$ cat src/mnd_map.svh
// offsets, opcode patterns, reset values and timing counts for the move/no-op decoder
`ifndef MND_MAP_SVH
`define MND_MAP_SVH
`define MND_IW_W 14
`define MND_DW 8
`define MND_AW 7
`define MND_DEST_BIT 7
// file copy: 00 1000 dfff ffff
`define MND_COPY_MASK 14'h3F00
`define MND_COPY_PAT 14'h0800
// accumulator store: 00 0000 1fff ffff
`define MND_STORE_MASK 14'h3F80
`define MND_STORE_PAT 14'h0080
// literal load: 11 00xx kkkk kkkk
`define MND_LIT_MASK 14'h3C00
`define MND_LIT_PAT 14'h3000
// no operation: 00 0000 0xx0 0000
`define MND_NOP_MASK 14'h3F9F
`define MND_NOP_PAT 14'h0000
`define MND_ACC_RST 8'h00
`define MND_ZERO_RST 1'h0
`define MND_INSTR_CYCLES 1
`endif

$ cat src/mnd_pkg.sv
// types shared by the move/no-op decoder
package mnd_pkg;
  typedef enum logic [2:0] {
    MND_OP_NONE = 3'b000,
    MND_OP_COPY = 3'b001,
    MND_OP_STORE = 3'b010,
    MND_OP_LIT = 3'b011,
    MND_OP_NOP = 3'b100
  } mnd_op_t;
endpackage

$ cat src/mnd_core.sv
// executes file copy, accumulator store, literal load and no operation in one cycle each
`include "mnd_map.svh"
module mnd_core (
  input wire logic clk,
  input wire logic srst,
  input wire logic instr_valid,
  input wire logic [`MND_IW_W-1:0] instr,
  output logic [`MND_AW-1:0] file_rd_addr,
  input wire logic [`MND_DW-1:0] file_rd_data,
  output logic file_wr_en,
  output logic [`MND_AW-1:0] file_wr_addr,
  output logic [`MND_DW-1:0] file_wr_data,
  output logic [`MND_DW-1:0] accum,
  output logic zero_flag,
  output logic zero_we,
  output logic done,
  output logic unhandled
);
  import mnd_pkg::*;

  mnd_op_t op;
  logic [`MND_DW-1:0] acc_ff, nxt_acc;
  logic zero_ff, nxt_zero;
  logic zwe_ff, nxt_zwe;
  logic we_ff, nxt_we;
  logic [`MND_AW-1:0] wa_ff, nxt_wa;
  logic [`MND_DW-1:0] wd_ff, nxt_wd;
  logic done_ff, nxt_done;
  logic unh_ff, nxt_unh;
  logic [`MND_DW-1:0] src_val;

  mnd_match u_match (
    .instr(instr),
    .op(op)
  );

  // read address is combinational from the word so the file answers in the same cycle
  assign file_rd_addr = instr[`MND_AW-1:0];

  // a write launched last cycle lands in the file only at this edge;
  // forward it so a copy right behind a store does not read a stale word
  function automatic logic [`MND_DW-1:0] pick_src(
    input logic pend,
    input logic [`MND_AW-1:0] pend_addr,
    input logic [`MND_DW-1:0] pend_data,
    input logic [`MND_AW-1:0] addr,
    input logic [`MND_DW-1:0] file_data
  );
    pick_src = (pend && pend_addr == addr) ? pend_data : file_data;
  endfunction

  assign src_val = pick_src(we_ff, wa_ff, wd_ff, instr[`MND_AW-1:0], file_rd_data);

  always_comb begin
    nxt_acc = acc_ff;
    nxt_zero = zero_ff;
    nxt_zwe = 1'b0;
    nxt_we = 1'b0;
    nxt_wa = wa_ff;
    nxt_wd = wd_ff;
    nxt_done = instr_valid;
    nxt_unh = 1'b0;
    if (instr_valid) begin
      unique case (op)
        MND_OP_COPY: begin
          if (instr[`MND_DEST_BIT]) begin
            nxt_we = 1'b1;
            nxt_wa = instr[`MND_AW-1:0];
            nxt_wd = src_val;
          end else begin
            nxt_acc = src_val;
          end
          nxt_zero = (src_val == '0);
          nxt_zwe = 1'b1;
        end
        MND_OP_STORE: begin
          nxt_we = 1'b1;
          nxt_wa = instr[`MND_AW-1:0];
          nxt_wd = acc_ff;
        end
        MND_OP_LIT: begin
          nxt_acc = instr[`MND_DW-1:0];
        end
        MND_OP_NOP: begin
        end
        MND_OP_NONE: begin
          // left to the other execute units
          nxt_unh = 1'b1;
          nxt_done = 1'b0;
        end
      endcase
    end
  end

  always_ff @(posedge clk) begin
    if (srst) begin
      acc_ff <= `MND_ACC_RST;
      zero_ff <= `MND_ZERO_RST;
      zwe_ff <= 1'b0;
      we_ff <= 1'b0;
      wa_ff <= '0;
      wd_ff <= '0;
      done_ff <= 1'b0;
      unh_ff <= 1'b0;
    end else begin
      acc_ff <= nxt_acc;
      zero_ff <= nxt_zero;
      zwe_ff <= nxt_zwe;
      we_ff <= nxt_we;
      wa_ff <= nxt_wa;
      wd_ff <= nxt_wd;
      done_ff <= nxt_done;
      unh_ff <= nxt_unh;
    end
  end

  assign accum = acc_ff;
  assign zero_flag = zero_ff;
  assign zero_we = zwe_ff;
  assign file_wr_en = we_ff;
  assign file_wr_addr = wa_ff;
  assign file_wr_data = wd_ff;
  assign done = done_ff;
  assign unhandled = unh_ff;
endmodule

$ cat src/mnd_match.sv
// classifies one instruction word into the four handled operations
`include "mnd_map.svh"
module mnd_match (
  input wire logic [`MND_IW_W-1:0] instr,
  output mnd_pkg::mnd_op_t op
);
  import mnd_pkg::*;

  function automatic logic hit(input logic [`MND_IW_W-1:0] w, input logic [`MND_IW_W-1:0] m,
                               input logic [`MND_IW_W-1:0] p);
    hit = (w & m) == p;
  endfunction

  always_comb begin
    op = MND_OP_NONE;
    if (hit(instr, `MND_COPY_MASK, `MND_COPY_PAT)) begin
      op = MND_OP_COPY;
    end else if (hit(instr, `MND_STORE_MASK, `MND_STORE_PAT)) begin
      op = MND_OP_STORE;
    end else if (hit(instr, `MND_LIT_MASK, `MND_LIT_PAT)) begin
      // don't-care bits 9:8 are outside the mask
      op = MND_OP_LIT;
    end else if (hit(instr, `MND_NOP_MASK, `MND_NOP_PAT)) begin
      op = MND_OP_NOP;
    end
  end
endmodule

$ cat config.mk
export PLATFORM = sky130hd
export DESIGN_NAME = mnd_core
export DESIGN_NICKNAME = d
export VERILOG_FILES = /design/src/mnd_pkg.sv /design/src/mnd_core.sv /design/src/mnd_match.sv
export VERILOG_INCLUDE_DIRS = /design/src
export SDC_FILE = /design/constraint.sdc
export NUM_CORES = 1
export LEC_CHECK = 0
export BUFFER_PORTS_ARGS = -buffer_cell sky130_fd_sc_hd__buf_4
export CAP_MARGIN = 20
export CORE_MARGIN = 2
export CORE_UTILIZATION = 49
export DETAILED_ROUTE_END_ITERATION = 10
export HOLD_SLACK_MARGIN = 0.05
export MAX_ROUTING_LAYER = met4
export PLACE_DENSITY = 0.79
export REMOVE_ABC_BUFFERS = 1
export SYNTH_ARGS = -nofsm -noshare
export SYNTH_HDL_FRONTEND = slang
export SYNTH_SLANG_ARGS = --single-unit
$ cat constraint.sdc
create_clock -name clk -period 1.92 [get_ports clk]
set_input_delay 0.384 -clock clk [delete_from_list [all_inputs] [get_ports clk]]
set_output_delay 0.384 -clock clk [all_outputs]
set_load 0.02 [all_outputs]
Word-level counts from Yosys, hierarchy flattened
Index checks and enable logic that the tools add are counted.

Bits in registers: 28. Bits of input ports: 25.

Bitwise logic cells: 1. Multiplexer cells: 16. Reduce and logical (&&, ||, !) cells: 10. Equality and inequality tests: 9.

Operators with widths (number): $pmux W8 S2 (2); $mux W8 (3); $logic_not A14 Y1 (1); $pmux W7 S2 (1); $mux W3 (4); $logic_not A8 Y1 (1); $eq A7 B1 Y1 const B (1); $eq A7 B7 Y1 (1); $mux W7 (1); $eq A3 B2 Y1 const B (2); $eq A6 B4 Y1 const B (1); $reduce_and A3 Y1 (2); $eq A4 B4 Y1 const B (1); $mux W1 (4); $ne A2 B2 Y1 const B (2); $reduce_bool A2 Y1 (2); $eq A3 B1 Y1 const B (1); $logic_not A3 Y1 (1); $pmux W1 S2 (1); $reduce_and A2 Y1 (1); $reduce_or A2 Y1 (1); $logic_and A1 B1 Y1 (1); $not A1 Y1 (1).

Longest topological paths before layout
Depth in word-level cells: 8. Mapped depth: 7.

Hierarchy
A second synthesis with hierarchy kept.

Cells, all modules: 170. Area, all modules: 1536.5 µm².

By module, submodules not included: mnd_core (cells an instance 160, instances 1, area an instance 1458.9 µm²); mnd_match (cells an instance 10, instances 1, area an instance 77.6 µm²).

Least setup slack after synthesis
Ideal clock, no wire load.

Path kind: register to register. Start point: reg wa_ff[4] (netlist: file_wr_addr[4]). End point: reg acc_ff[0] (netlist: accum[0]). Library setup time: 117 ps. Clock period less this slack: 1710 ps. Cell stages (with the launch flop): 7. Data required time: 1803 ps. Slack: 210 ps. Data arrival time: 1592 ps. Path buffers: 1. Cell sequence: dfxtp_1 -> xnor2_1 -> nand4_1 -> or2_0 -> buf_2 -> or3_1 -> a32o_1.

Cells in the longest elaborated chain, start to end: 5.

Ends and longest elaborated chain: from (decl) (RTL line mnd_core.sv:26) `` logic [`MND_AW-1:0] wa_ff, nxt_wa; ``; from (signal assigned) (RTL line mnd_core.sv:110) `wa_ff <= nxt_wa;`; $eq A7 B7 Y1 (RTL line mnd_core.sv:49) `pick_src = (pend && pend_addr == addr) ? pend_data : file_data;`; $logic_and A1 B1 Y1 (RTL line mnd_core.sv:49); $mux W8 (RTL line mnd_core.sv:49); $mux W8 (RTL line mnd_core.sv:66) `` if (instr[`MND_DEST_BIT]) begin ``; $pmux W8 S2 (RTL line mnd_core.sv:64) `unique case (op)`; to (signal assigned) (RTL line mnd_core.sv:97) `` acc_ff <= `MND_ACC_RST; ``; to (signal assigned) (RTL line mnd_core.sv:106) `acc_ff <= nxt_acc;`; to (decl) (RTL line mnd_core.sv:22) `` logic [`MND_DW-1:0] acc_ff, nxt_acc; ``.

Every way passes these cells. The select of a mux whose other input is x is not followed. A chain may end at the register's enable or synchronous reset.

Worst setup path in the final report
Start point: reg wa_ff[4] (netlist: file_wr_addr[4]). End point: reg acc_ff[6] (netlist: accum[6]).

Same word-level chain as after synthesis.

==> metrics.csv <==
metric;value;unit
status;complete, no violations;
seq_area_frac_synth;0.3446;
routed_wl;4061;µm
avgSynthCellArea;8.888;µm²
dieArea;3796;µm²
p_switching;0.2660;mW
multi_input_area;905.9;µm²
p_seq_frac;0.563;
final-seq-area;560.5;µm²
clkPwrFrac;0.282;
r2r_end;accum[6];
antenna_found_initial;0;
finalNetCount;263;
clockBufferDepth;2;
synth.area.top_cells;dfxtp_1, mux2i_1, or3_1, a32o_1, buf_4;
worst_pin_slew;0.6332;ns
synth_top_area_cell;dfxtp_1;
yosys.area.top_type_share;0.3446;
cp-end-kind;flip-flop;
leakage;0.8426;nW
drive_gt1_frac;0.3291;
final_cell_mix;buf_4, dfxtp_1, mux2i_1;
crit_fanout;14;
synth.distinct_cells;35;
grt_pass1_vias;1386;
grt_usage;0.2362;
fill_cells;299;
holdPathEnd;accum[7];
drv_slew;0;
regToRegSetupSlack;0.15;ns
final_area;2103;µm²
postCtsHoldBufs;0;
ys_async_sr_fraction;0;
ir_drop;0.0004246;V
cts_buffers;3;
syn_area;1627;µm²
cts_tree;done;
start_util;0.5242;
final_cells;281;
vias;1575;
hold_depth;2;
die_h;61.62;µm
synth_warnings;0;
ios;60;
htree_levels;1;
cp.arrival;2.01;ns
grt_max_degree;22;
post_cts_resize_count;0;
cap_violations;0;
hp-start;instr_valid;
first_pass_iters;4;
p_sw_frac;0.2542;
crit_path_start_kind;flip-flop;
dominantRegCellSynth;dfxtp_1;
clock_latency;0.34;ns
cts.sinks;28;
r2r-start;file_wr_addr[4];
min_period;1.768;ns
relSlewSlack;0.5778;
hold_violations;0;
power_density;497.6;nW/µm²
crit_type;reg -> reg;
overflow;0;
fmax;0.5657;GHz
viasPerCell;5.605;
fin_tns_setup;0;ns
post-cts-setup-buffers;0;
rsz0062_at_grt;no;
hold_path_class;in -> reg;
drc;0;
dp_hpwl;3064;µm
skew;0.01130;ns
drtIter0Drc;38;
grt_pass1_wl;6499;µm
port_buffers;59;
postRouteAntennaNets;0;
critPathRequiredTime;2.16;ns
die_w;61.62;µm
gp_congestion;0.9023;
n_antenna_cell;0;
drt-wirelength-per-cell;14.45;µm
final_common_cell;buf_4;
synth_edf_count;0;
yosys_register_bits;28;
place_inst;277;
p_int;0.7806;mW
coreArea;3103;µm²
reg2reg_depth;6;
fin_util;0.6778;
clockRootBuffer;clkbuf_4;
setup_viol;0;
std_cell_rows;20;
syn_inst;183;
placed_cell_area;2067;µm²
syn2layout_area_growth;29.31;%
clk_pin_slew;0.16;ns
combinationalPowerShare;0.155;
fin_crit_sh;0.9207;
## critical path, stage by stage, from the launching register on
cell	delay [ns]
dfxtp_1	0.40
xnor2_1	0.13
nand4_1	0.16
or2_0	0.25
buf_4	0.18
or3_1	0.31
a32o_1	0.25
## worst max path at each step
| stage | start | cells past startpoint | end | slack [ns] |
|---|---|---|---|---|
| floorplan | instr[10] | 5 | file_wr_data[1] | -0.04 |
| CTS | file_wr_addr[4] | 6 | accum[3] | 0.16 |
| global route | file_wr_addr[4] | 6 | accum[6] | 0.06 |
| detailed placement | instr[1] | 7 | accum[4] | 0.01 |
| finish | file_wr_addr[4] | 6 | accum[6] | 0.15 |
| global placement | instr[1] | 7 | accum[0] | 0.04 |
## synthesized netlist by cell type (3+ instances only)
cell	n
a32o_1	7
a21oi_1	9
buf_4	9
buf_6	4
nor2_1	13
or3_1	14
nand2_1	11
xnor2_1	7
nand3_1	9
clkbuf_1	3
dfxtp_1	28
a31oi_1	7
nand4_1	9
mux2i_1	15
nor4_1	4
nor2b_1	10
## kinds of logic (layout without fill, tap and decap cells)
family | Yosys count | after routing | synth area share
compound gates | 29 | 29 | 0.1292
mux | 15 | 15 | 0.09231
buf+inv | 22 | 76 | 0.09845
flops | 28 | 28 | 0.3446
xor+xnor | 7 | 7 | 0.03769
simple gates | 82 | 82 | 0.2977
## state kept, by name, summed over array words and instances (netlist names)
| signal | count |
|---|---|
| file_wr_addr | 7 |
| unhandled | 1 |
| accum | 8 |
| zero_we | 1 |
| file_wr_en | 1 |
| file_wr_data | 8 |
| done | 1 |
| zero_flag | 1 |
## per-layer routing
metal | track usage | vias to the layer above | part of all wire
met1 | 0.3133 | 751 | 0.47
li1 | - | 777 | -
met3 | 0.02941 | 5 | 0.045
met2 | 0.3835 | 42 | 0.48
met4 | 0.05471 | 0 | 0.0091
met5 | - | - | 0
## power groups by stage
stage	clock [mW]	combinational [mW]	sequential, mW
global placement	0	0.161	0.602
CTS	0.295	0.163	0.589
floorplan	0	0.0432	0.607
detailed placement	0	0.162	0.602
global route	0.316	0.176	0.590
finish	0.295	0.163	0.589
## through the flow
stage / total power, mW / hold slack (ns) / setup WS, ns
2_1_floorplan: 0.6503 / 0.4534 / -0.03759
5_1_grt: 1.082 / 0.2665 / 0.05659
6_report: 1.047 / 0.2678 / 0.1523
4_1_cts: 1.047 / 0.2677 / 0.1593
3_5_place_dp: 0.7640 / 0.4879 / 0.01019
3_3_place_gp: 0.7623 / 0.4808 / 0.03983
## layout make-up
class,instances,area share
clock buffers,4,0.01725
repair buffers,70,0.2558
flip-flops and latches,28,0.2665
multi-input cells,133,0.4307
inverters,2,0.003569
well taps,44,0.02617
No activity file was read; power rests on OpenSTA's default activity.
